`src/sel_pkg.sv`:
```
/* Shared constants, types and helpers of the read result
   output selector: register map, condition bits, states.
   Assumes one 100 MHz ref_clk for the whole block. */
package sel_pkg;
  localparam int NTOOL = 8;            // Decode tools per job
  localparam int NOUT = 3;             // Output lines
  localparam int NCOND = 13;           // Selectable conditions
  localparam int CLK_PERIOD_NS = 10;   // ref_clk period
  localparam int US_NS = 1000;         // One microsecond
  localparam int CYC_PER_US = US_NS / CLK_PERIOD_NS;
  localparam int PRE_W = $clog2(CYC_PER_US);
  localparam logic [PRE_W-1:0] PRE_LAST = PRE_W'(CYC_PER_US - 1);
  localparam int US_W = 24;            // Holds the longest time
  localparam int DEF_PULSE_US = 1000;  // Default on and off time
  localparam int MAX_PULSE_US = 10000000; // Longest on or off time
  // Condition bit positions
  localparam int C_DONE = 0;
  localparam int C_PASS = 1;
  localparam int C_FAIL = 2;
  localparam int C_APRES = 3;
  localparam int C_AREAD = 4;
  localparam int C_AMATCH = 5;
  localparam int C_GOOD = 6;
  localparam int C_NPRES = 7;
  localparam int C_NREAD = 8;
  localparam int C_NMATCH = 9;
  localparam int C_POOR = 10;
  localparam int C_OVR = 11;
  localparam int C_GERR = 12;
  // Register byte addresses
  localparam logic [7:0] A_CTRL = 8'h00;
  localparam logic [7:0] A_SEL0 = 8'h04;
  localparam logic [7:0] A_ON0 = 8'h10;
  localparam logic [7:0] A_OFF0 = 8'h1c;
  localparam logic [7:0] A_STAT = 8'h28;
  localparam logic [7:0] A_STEP = 8'h04;
  // Control and status fields
  localparam int F_STROBE = 0;
  localparam int F_NC = 1;
  localparam int F_ST = 16;
  localparam int F_TBUSY = 18;
  typedef logic [US_W-1:0] us_t;
  typedef logic [NCOND-1:0] cond_t;
  localparam us_t US_ONE = 24'h000001;
  localparam logic [NOUT-1:0] NC_RST = 3'h0;
  localparam cond_t SEL_RST [NOUT] = '{13'h0002, 13'h0004, 13'h1800};
  typedef enum logic [1:0] {
    S_IDLE = 2'b00,
    S_WAIT_TX = 2'b01,
    S_FIRE = 2'b10,
    S_HOLD = 2'b11
  } sel_state_t;
  typedef enum logic [1:0] {
    T_IDLE = 2'b00,
    T_ON = 2'b01,
    T_OFF = 2'b10
  } tmr_state_t;
  // Per-tool results of one read cycle
  typedef struct packed {
    logic [NTOOL-1:0] used;
    logic [NTOOL-1:0] found;
    logic [NTOOL-1:0] read;
    logic [NTOOL-1:0] match;
    logic [NTOOL-1:0] ver_en;
    logic [NTOOL-1:0] ver_pass;
  } tool_res_t;
  // Trigger path state
  typedef struct packed {
    logic trigger;
    logic acq_busy;
    logic no_free_buf;
  } ovr_in_t;
  // True when every used tool reports ok
  function automatic logic all_of(input logic [NTOOL-1:0] used,
                                  input logic [NTOOL-1:0] ok);
    return &(ok | ~used);
  endfunction
  function automatic logic [7:0] reg_at(input logic [7:0] base, input int idx);
    return base + A_STEP * 8'(idx);
  endfunction
  // Writes above the longest time saturate
  function automatic us_t clamp_us(input logic [31:0] v);
    return (v > MAX_PULSE_US) ? us_t'(MAX_PULSE_US) : v[US_W-1:0];
  endfunction
endpackage

```
`src/pulse_timer.sv`:
```
/* One output pulse: on phase then off phase, counted in
   microsecond ticks. Assumes us_tick aligned to start. */
`timescale 1ns/1ps
module pulse_timer (
  input  wire logic         ref_clk,
  input  wire logic         arst_n,
  input  wire logic         start,
  input  wire logic         us_tick,
  input  wire sel_pkg::us_t on_us,
  input  wire sel_pkg::us_t off_us,
  output logic              active,
  output logic              busy
);
  import sel_pkg::*;

  tmr_state_t st_r;  // Phase
  us_t        cnt_r; // Microseconds left

  // Phase sequencer; a zero phase is skipped
  always_ff @(posedge ref_clk or negedge arst_n) begin
    if (!arst_n) begin
      st_r <= T_IDLE;
      cnt_r <= '0;
    end else begin
      unique case (st_r)
        T_IDLE: if (start && on_us != '0) begin
          st_r <= T_ON;
          cnt_r <= on_us;
        end else if (start && off_us != '0) begin
          st_r <= T_OFF;
          cnt_r <= off_us;
        end
        T_ON: if (us_tick && cnt_r == US_ONE) begin
          st_r <= (off_us != '0) ? T_OFF : T_IDLE;
          cnt_r <= off_us;
        end else if (us_tick) begin
          cnt_r <= cnt_r - US_ONE;
        end
        T_OFF: if (us_tick && cnt_r == US_ONE) begin
          st_r <= T_IDLE;
        end else if (us_tick) begin
          cnt_r <= cnt_r - US_ONE;
        end
        default: st_r <= T_IDLE; // Code 11 unused
      endcase
    end
  end

  assign active = (st_r == T_ON);
  assign busy = (st_r != T_IDLE);
endmodule // pulse_timer

```
`src/ovr_detect.sv`:
```
/* Trigger and processing overrun flags, sticky until the
   read cycle is sampled. Assumes same-clock inputs. */
`timescale 1ns/1ps
module ovr_detect (
  input  wire logic             ref_clk,
  input  wire logic             arst_n,
  input  wire sel_pkg::ovr_in_t ovr,
  input  wire logic             clr,
  output logic                  trig_ovr,
  output logic                  proc_ovr
);
  import sel_pkg::*;

  logic trig_r;   // Trigger overrun seen
  logic proc_r;   // Processing overrun seen
  logic trig_evt; // New trigger while acquiring
  logic proc_evt; // New trigger with no buffer

  assign trig_evt = ovr.trigger & ovr.acq_busy;
  assign proc_evt = ovr.trigger & ovr.no_free_buf;

  // Set wins over clear so no event is lost
  always_ff @(posedge ref_clk or negedge arst_n) begin
    if (!arst_n) begin
      trig_r <= 1'b0;
      proc_r <= 1'b0;
    end else begin
      trig_r <= trig_evt | (trig_r & ~clr);
      proc_r <= proc_evt | (proc_r & ~clr);
    end
  end

  // Current event counts at once
  assign trig_ovr = trig_r | trig_evt;
  assign proc_ovr = proc_r | proc_evt;
endmodule // ovr_detect

```
`src/result_out_sel.sv`:
```
/* Read result output selector: samples the results of a
   read cycle, matches them against each line's selection
   and drives three pulsed output lines.
   Assumes result, trigger and fault inputs on ref_clk and
   a plain register port with one-cycle strobes. */
// Added by the designer: the address map and the strobed register port.
// How it works
// - Complete fires only after data sent
// - Pass needs all found, read, matched
// - Fail when anything absent or unmatched
// - All present: every tool found code
// - All read: every tool right content
// - All match: every tool fully matched
// - Match in use keeps decoder searching
// - Good quality: enabled verifications all pass
// - Unfound code skips verification
// - Not all present: a tool missed
// - Not all read: a tool lacks content
// - Not all match: a tool failed match
// - Poor quality: a verification failed
// - Overrun is trigger or processing overrun
// - Trigger during acquisition is trigger overrun
// - Trigger without free buffer: processing overrun
// - General error on any subsystem fault
// - Only line three may be strobe
// - Line fires on OR of selections
// - Programmable on time then off time
`timescale 1ns/1ps
module result_out_sel #(
  parameter int DEF_ON_US  = sel_pkg::DEF_PULSE_US, // On time after reset
  parameter int DEF_OFF_US = sel_pkg::DEF_PULSE_US  // Off time after reset
) (
  input  wire logic              ref_clk,
  input  wire logic              arst_n,
  input  wire logic [7:0]        reg_addr,
  input  wire logic [31:0]       reg_wdata,
  input  wire logic              reg_wr,
  input  wire logic              reg_rd,
  output logic [31:0]            reg_rdata,
  input  wire logic              cycle_end,
  input  wire logic              data_sent,
  input  wire sel_pkg::tool_res_t tools,
  input  wire sel_pkg::ovr_in_t  ovr,
  input  wire logic [3:0]        faults,
  input  wire logic              illum_strobe,
  output logic [2:0]             out_line,
  output logic                   cycle_busy,
  output logic                   keep_search
);
  import sel_pkg::*;

  sel_state_t      st_r;          // Cycle sequencer
  cond_t           snap_r;        // Results of the cycle
  cond_t           sel_r [NOUT];  // Per-line selection
  us_t             on_r [NOUT];   // On time, us
  us_t             off_r [NOUT];  // Off time, us
  logic            strobe_en_r;   // Line three as strobe
  logic [NOUT-1:0] nc_r;          // Normally closed lines
  logic            gerr_r;        // Fault seen this cycle
  logic [PRE_W-1:0] pre_r;        // Microsecond prescaler
  logic [2:0]      line_r;        // Output line levels
  logic            search_r;      // Matching in use
  logic [31:0]     rdata_r;       // Read answer
  logic [31:0]     rd_nxt;        // Read mux
  logic [NOUT-1:0] act;           // Timer on phases
  logic [NOUT-1:0] tbusy;         // Timers running
  logic [NOUT-1:0] hit;           // Line has a true selection
  logic [NOUT-1:0] start;         // Timer start pulses
  logic [2:0]      line_nxt;      // Next line levels
  logic            trig_ovr;      // Trigger overrun
  logic            proc_ovr;      // Processing overrun
  logic            cap;           // Sample the cycle
  logic            go_fire;       // Data out, evaluate
  logic            us_tick;       // One per microsecond
  logic [NTOOL-1:0] vgate;        // Tools that verify
  cond_t           cond_now;      // Live conditions

  // Cycle end only counts when idle
  assign cap = (st_r == S_IDLE) & cycle_end;
  assign go_fire = data_sent & (cap | (st_r == S_WAIT_TX));

  // Verification only where the code was found
  assign vgate = tools.used & tools.found & tools.ver_en;

  // Live view of every selectable condition
  always_comb begin
    cond_now = '0;
    cond_now[C_DONE] = data_sent;
    cond_now[C_APRES] = all_of(tools.used, tools.found);
    cond_now[C_AREAD] = all_of(tools.used, tools.found & tools.read);
    cond_now[C_AMATCH] = all_of(tools.used,
                                tools.found & tools.read & tools.match);
    cond_now[C_GOOD] = all_of(vgate, tools.ver_pass);
    cond_now[C_PASS] = cond_now[C_APRES] & cond_now[C_AREAD]
                       & cond_now[C_AMATCH];
    cond_now[C_FAIL] = ~cond_now[C_PASS];
    cond_now[C_NPRES] = ~cond_now[C_APRES];
    cond_now[C_NREAD] = ~cond_now[C_AREAD];
    cond_now[C_NMATCH] = ~cond_now[C_AMATCH];
    cond_now[C_POOR] = |(vgate & ~tools.ver_pass);
    cond_now[C_OVR] = trig_ovr | proc_ovr;
    cond_now[C_GERR] = gerr_r | (|faults);
  end

  // Overrun flags cleared when the cycle is sampled
  ovr_detect u_ovr (
    .ref_clk  (ref_clk),
    .arst_n   (arst_n),
    .ovr      (ovr),
    .clr      (cap),
    .trig_ovr (trig_ovr),
    .proc_ovr (proc_ovr)
  );

  // Sticky fault flag, set wins over clear
  always_ff @(posedge ref_clk or negedge arst_n) begin
    if (!arst_n) begin
      gerr_r <= 1'b0;
    end else begin
      gerr_r <= (|faults) | (gerr_r & ~cap);
    end
  end

  // Read cycle sequencer; pulses lengthen the cycle
  always_ff @(posedge ref_clk or negedge arst_n) begin
    if (!arst_n) begin
      st_r <= S_IDLE;
    end else begin
      unique case (st_r)
        S_IDLE: if (cap) begin
          st_r <= data_sent ? S_FIRE : S_WAIT_TX;
        end
        S_WAIT_TX: if (data_sent) begin
          st_r <= S_FIRE;
        end
        S_FIRE: st_r <= S_HOLD;
        S_HOLD: if (tbusy == '0) begin
          st_r <= S_IDLE;
        end
      endcase
    end
  end

  // Results frozen once per cycle
  always_ff @(posedge ref_clk or negedge arst_n) begin
    if (!arst_n) begin
      snap_r <= '0;
    end else if (cap) begin
      snap_r <= cond_now;
    end else if (go_fire) begin
      snap_r[C_DONE] <= 1'b1;
    end
  end

  // Prescaler restarts at fire so on time is exact
  always_ff @(posedge ref_clk or negedge arst_n) begin
    if (!arst_n) begin
      pre_r <= '0;
    end else if (st_r == S_FIRE || pre_r == PRE_LAST) begin
      pre_r <= '0;
    end else begin
      pre_r <= pre_r + 1'b1;
    end
  end
  assign us_tick = (pre_r == PRE_LAST);

  // One timer per line, started on any true selection
  for (genvar g = 0; g < NOUT; g++) begin : g_line
    assign hit[g] = |(sel_r[g] & snap_r);
    assign start[g] = (st_r == S_FIRE) & hit[g];
    pulse_timer u_tmr (
      .ref_clk (ref_clk),
      .arst_n  (arst_n),
      .start   (start[g]),
      .us_tick (us_tick),
      .on_us   (on_r[g]),
      .off_us  (off_r[g]),
      .active  (act[g]),
      .busy    (tbusy[g])
    );
  end

  // Strobe may replace the pulse on line three only
  always_comb begin
    line_nxt = act;
    if (strobe_en_r) begin
      line_nxt[2] = illum_strobe;
    end
  end

  // Lines registered, with normal state applied
  always_ff @(posedge ref_clk or negedge arst_n) begin
    if (!arst_n) begin
      line_r <= NC_RST;
    end else begin
      line_r <= line_nxt ^ nc_r;
    end
  end
  assign out_line = line_r;

  // Decoder must hunt for a full match when any line uses it
  always_ff @(posedge ref_clk or negedge arst_n) begin
    if (!arst_n) begin
      search_r <= 1'b0;
    end else begin
      search_r <= 1'b0;
      for (int i = 0; i < NOUT; i++) begin
        if (sel_r[i][C_PASS] | sel_r[i][C_FAIL] | sel_r[i][C_AMATCH]
            | sel_r[i][C_NMATCH]) begin
          search_r <= 1'b1;
        end
      end
    end
  end
  assign keep_search = search_r;
  assign cycle_busy = (st_r != S_IDLE);

  // Register writes; on time changes take effect next pulse, off time changes at the next off phase
  always_ff @(posedge ref_clk or negedge arst_n) begin
    if (!arst_n) begin
      strobe_en_r <= 1'b0;
      nc_r <= NC_RST;
      for (int i = 0; i < NOUT; i++) begin
        sel_r[i] <= SEL_RST[i];
        on_r[i] <= us_t'(DEF_ON_US);
        off_r[i] <= us_t'(DEF_OFF_US);
      end
    end else if (reg_wr) begin
      if (reg_addr == A_CTRL) begin
        strobe_en_r <= reg_wdata[F_STROBE];
        nc_r <= reg_wdata[F_NC +: NOUT];
      end
      for (int i = 0; i < NOUT; i++) begin
        if (reg_addr == reg_at(A_SEL0, i)) begin
          sel_r[i] <= reg_wdata[NCOND-1:0];
        end
        if (reg_addr == reg_at(A_ON0, i)) begin
          on_r[i] <= clamp_us(reg_wdata);
        end
        if (reg_addr == reg_at(A_OFF0, i)) begin
          off_r[i] <= clamp_us(reg_wdata);
        end
      end
    end
  end

  // Read mux; unmapped addresses read zero
  always_comb begin
    rd_nxt = '0;
    if (reg_addr == A_CTRL) begin
      rd_nxt[F_STROBE] = strobe_en_r;
      rd_nxt[F_NC +: NOUT] = nc_r;
    end else if (reg_addr == A_STAT) begin
      rd_nxt[NCOND-1:0] = snap_r;
      rd_nxt[F_ST +: 2] = st_r;
      rd_nxt[F_TBUSY +: NOUT] = tbusy;
    end
    for (int i = 0; i < NOUT; i++) begin
      if (reg_addr == reg_at(A_SEL0, i)) begin
        rd_nxt[NCOND-1:0] = sel_r[i];
      end
      if (reg_addr == reg_at(A_ON0, i)) begin
        rd_nxt[US_W-1:0] = on_r[i];
      end
      if (reg_addr == reg_at(A_OFF0, i)) begin
        rd_nxt[US_W-1:0] = off_r[i];
      end
    end
  end

  // Read data valid only in the cycle after the strobe
  always_ff @(posedge ref_clk or negedge arst_n) begin
    if (!arst_n) begin
      rdata_r <= '0;
    end else begin
      rdata_r <= reg_rd ? rd_nxt : '0;
    end
  end
  assign reg_rdata = rdata_r;
endmodule // result_out_sel

```
`config.mk`:
```
export PLATFORM = sky130hd
export DESIGN_NAME = result_out_sel
export DESIGN_NICKNAME = d
export VERILOG_FILES = /design/src/sel_pkg.sv /design/src/pulse_timer.sv /design/src/ovr_detect.sv /design/src/result_out_sel.sv
export SDC_FILE = /design/constraint.sdc
export NUM_CORES = 1
export LEC_CHECK = 0
export BUFFER_PORTS_ARGS = -buffer_cell sky130_fd_sc_hd__buf_4
export CAP_MARGIN = 15
export CORE_ASPECT_RATIO = 2
export CORE_MARGIN = 4
export CORE_UTILIZATION = 55
export DETAILED_ROUTE_END_ITERATION = 10
export PLACE_DENSITY = 0.81
export SETUP_SLACK_MARGIN = 0.4
export SYNTH_ARGS = -nofsm -noshare
export SYNTH_HDL_FRONTEND = slang
export SYNTH_HIERARCHICAL = 1
export SYNTH_SLANG_ARGS = --single-unit
```
`constraint.sdc`:
```
create_clock -name ref_clk -period 4.3 [get_ports ref_clk]
set_input_delay 0.86 -clock ref_clk [delete_from_list [all_inputs] [get_ports ref_clk]]
set_output_delay 0.86 -clock ref_clk [all_outputs]
set_load 0.01 [all_outputs]
```
==> flow_results.org <==
** Finish
- Post-route non-filler standard cell count :: 2,592
- ANT cells :: 0
- Fill cell total of the finished layout :: 2,894
- The area growth from synthesis to layout is 11.72%.
- # nets final :: 2,254
- Share of layout cells above drive strength 1 :: 0.1864

** Power and ir drop
- The analysis attributes to cell leakage a power of 9.017 nW.
- Power spread over the standard cell area amounts to 530.8 mW/mm^2.
- Peak supply drop :: between 0.0005 and 0.0006 V

** Synthesis
- Post-synthesis sequential element count :: around 320
- The synthesized design contains 0 enable-type register cells.
- Synth Warn # :: 6
- Gate Count Post-Synth :: 2,072
- The commonest cells after synthesis are 278 x dfrtp_1, 238 x nand2_1, 131 x o21ai_0.
- Sorting the synthesized cells by area gives the leading types as dfrtp_1 36%, dfstp_2 5.4%, a22o_1 5.3%.
- In the synthesized netlist the dominant register cell turns out to be dfrtp_1.
- Leading area contributor after synthesis :: dfrtp_1
- Area of the mapped netlist :: 0.01929 mm^2
- Of the post-synthesis cell area, the dominant cell type holds 0.3606.
- After synthesis, the share of flip-flops with an asynchronous set or reset is 1.000.
- Yosys instantiated no cell more often than dfrtp_1.
- Average footprint of a synthesized cell :: 9.312 um^2
- The synthesized netlist contains 93 unique library cells.
- Of the synthesized area, sequential elements account for 0.4150.

** Critical path
- Critical Path Sink :: g_line[1].u_tmr/cnt_r[11]$_DFFE_PN0P_
- Depth of the worst register-to-register path :: 9
- By startpoint and endpoint, the worst setup path is classified as reg -> reg.
- STA classifies the critical path startpoint as a flop.
- Worst EP arrival :: approximately 4100 ps
- Series of cell instances along the critical path :: inv_1 -> ha_1 -> inv_1 -> a31oi_2 -> o21ai_1 -> buf_4 -> a221oi_1 -> o31ai_1 -> a22o_1
- The worst register-to-register path ends at g_line[1].u_tmr/cnt_r[11]$_DFFE_PN0P_.
- In this run the register-to-register setup slack is 680 ps.
- The worst setup path is captured at a flop.
- The most numerous cell type found on the critical path is inv_1.
- CP max FO :: 14
- The worst register-to-register path begins at st_r[0]$_DFFE_PN0P_.
- Crit path from :: st_r[0]$_DFFE_PN0P_
- Slowest cell delay on critical path :: 700 ps
- The largest individual stage delay along the critical path comes from the cell a31oi_2.
- Crit path required time :: 4770 ps

** GRT
- Across every metal layer, demand over resource in global routing totals 0.3841.
- Global routing met2 resource utilization :: 0.6292
- Leftover overflow at the end of global routing :: 0
- Vias in the first global route :: 18,900
- M3 GR Usage :: 0.09018
- Largest net degree at the start of global routing :: 108
- M1 GR Usage :: 0.4175
- First-pass GRT wire length :: 113.4 mm
- met2 is the most crowded layer.
- Initial antenna violation count :: 2

** Clock network
- CTS built an H-tree with a depth of 1.
- Number of hold buffers added after CTS :: 0
- The later pin in the worst-skew pair is clocked with a latency of 580 ps.
- The cell sitting at the root of the clock tree is a clkbuf_16.
- Clock-pin slew was measured on the worst setup and hold paths at 70 ps.
- TritonCTS built the clock tree.
- The number of clock buffers added by TritonCTS is 29.
- Post-CTS Setup Bufs :: 0
- # resized after CTS :: 0
- Clock tree buffer depth :: 3
- CTS saw 318 sinks.

** Floorplan
- In this run the core area contains 96 standard-cell rows.
- Pin placement for this block handled 139 I/O pins.
- For this configuration, the core starts out at a cell density of 0.5597.
- The die covers about 0.038 mm^2.
- Width of the die :: 140.4 um
- Die height :: 272.9 um
- The total area inside the core boundary comes to 0.03447 mm^2.

** STA
- The clock period could shrink to between 3000 and 4000 ps.
- In this run the tightest slew margin relative to its limit is 0.2022.
- Max-slew violation count :: 0
- Final Hold Violating Endpoints :: 0
- Min Hold Slack :: 316.7 ps
- Tcrit/Tclk final :: 0.8411
- Setup repair after global routing left no endpoint under its margin.
- On the final layout, the worst clock skew is 11.66 ps.
- Static timing analysis puts the maximum clock frequency at 276.5 MHz.
- Final setup violating endpoints :: 0
- At the pin with the least slew margin, the transition time is 1192 ps.
- Total negative slack :: 0 ps

** Drt
- After detailed routing, the number of remaining DRC violations is 1.
- The detailed router placed between 15,000 and 20,000 vias in this run.
- Initial DRC Count :: 2,143
- Using the TritonRoute via totals, the vias-per-cell ratio works out to 7.364.
- The final layout contains routed wiring with a total length of about 76 mm.
- Dividing the detail-routed wire length by the instance count gives 29.33 um.
- For this run, the detailed router's first-pass iteration total came to 11.
- Once detail routing completed, the nets flagged for antenna violations numbered 0.

** Job
- The tool flagged a number of max-cap violations equal to 0.

** Placement
- At the end of routability-driven placement, the weighted congestion stood at ~1.1.
- Once placement completed, the tool counted placed cells totaling 2,538.
- Hpwl dp :: 55.49 mm
- During placement, the flow inserted port buffers numbering 130.

** Run status
- Run status :: finished, violations left
- The final reports fail on DRC.

** Worst hold path
- In this run the worst hold path is classified as in -> async.
## worst min path at each step
stage,end,cells after the start
final,g_line[0].u_tmr/st_r[1]$_DFFE_PN0P_,1
after detailed placement,gerr_r$_DFF_PN0_,1
after CTS,g_line[0].u_tmr/cnt_r[21]$_DFFE_PN0P_,1
after global routing,g_line[0].u_tmr/st_r[1]$_DFFE_PN0P_,1
after floorplan,pre_r[0]$_DFF_PN0_,1
after global placement,pre_r[0]$_DFF_PN0_,1
## layout make-up
type / instances / area, um^2 / share of cell area
repair buffers: 180 / 1384 / 0.06420
clock buffers: 34 / 774.5 / 0.03593
multi-input cells: 1548 / 10390 / 0.4819
well taps: 441 / 551.8 / 0.02560
inverters: 51 / 191.4 / 0.008881
flip-flops and latches: 318 / 8008 / 0.3715
clock inverters: 20 / 257.7 / 0.01196
## per-stage QoR
stage,util,area (um^2),power (mW),setup WS [ps]
6_report,0.6253,21550,11.44,683.4
5_1_grt,0.6253,21550,11.98,599.1
4_1_cts,0.6253,21550,11.31,929.2
3_5_place_dp,0.5953,20520,8.481,940.5
3_3_place_gp,0.5953,20520,8.314,960.0
2_1_floorplan,-,19320,7.143,508.1
## cells by family after synthesis
group           Yosys count  share of synthesized area
mux                      76                    0.04390
compound gates          722                     0.2752
fa+ha+maj                24                    0.01556
flops                   318                     0.4150
other cells               1                  0.0001944
simple gates            695                     0.1902
xor+xnor                 23                    0.01044
buf+inv                 213                    0.04948
## placed cells by master, fill, tap and decap left out, types with 61 or more instances in the layout
cell	netlist	final
nor4_1	61	61
a221oi_1	73	71
nand2_1	238	238
buf_4	12	177
mux2_2	61	61
a22o_1	116	116
nor2_1	129	129
a21oi_1	72	72
o21ai_0	131	131
dfrtp_1	278	278
## worst max-delay path, delay by kind of cell (launching register included)
kind / cells / cell delay, ps
compound gates: 5 / 2070
buf+inv: 3 / 690
flops: 1 / 540
fa+ha+maj: 1 / 200
## layer usage
| metal | part of all wire | up-vias |
|---|---|---|
| li1 | - | 8079 |
| met1 | 0.32 | 9171 |
| met2 | 0.47 | 1381 |
| met3 | 0.099 | 455 |
| met4 | 0.11 | 2 |
| met5 | 0.00017 | - |
## state kept, by name, summed over array words and instances (netlist names)
register,cells
g_line.u_tmr/cnt_r,72
off_r,72
on_r,72
sel_r,39
reg_rdata,24
snap_r,13
pre_r,7
g_line.u_tmr/st_r,6
nc_r,3
out_line,3
st_r,2
gerr_r,1
keep_search,1
strobe_en_r,1
u_ovr/proc_r,1
u_ovr/trig_r,1
## power by group
| part | internal (mW) | total (mW) | leakage, nW | switching [mW] |
|---|---|---|---|---|
| clock network | 1.61 | 2.85 | 0.516 | 1.24 |
| logic | 1.72 | 4.45 | 4.37 | 2.73 |
| registers | 3.46 | 4.15 | 4.13 | 0.692 |
Power figures use the tool's default switching activity.
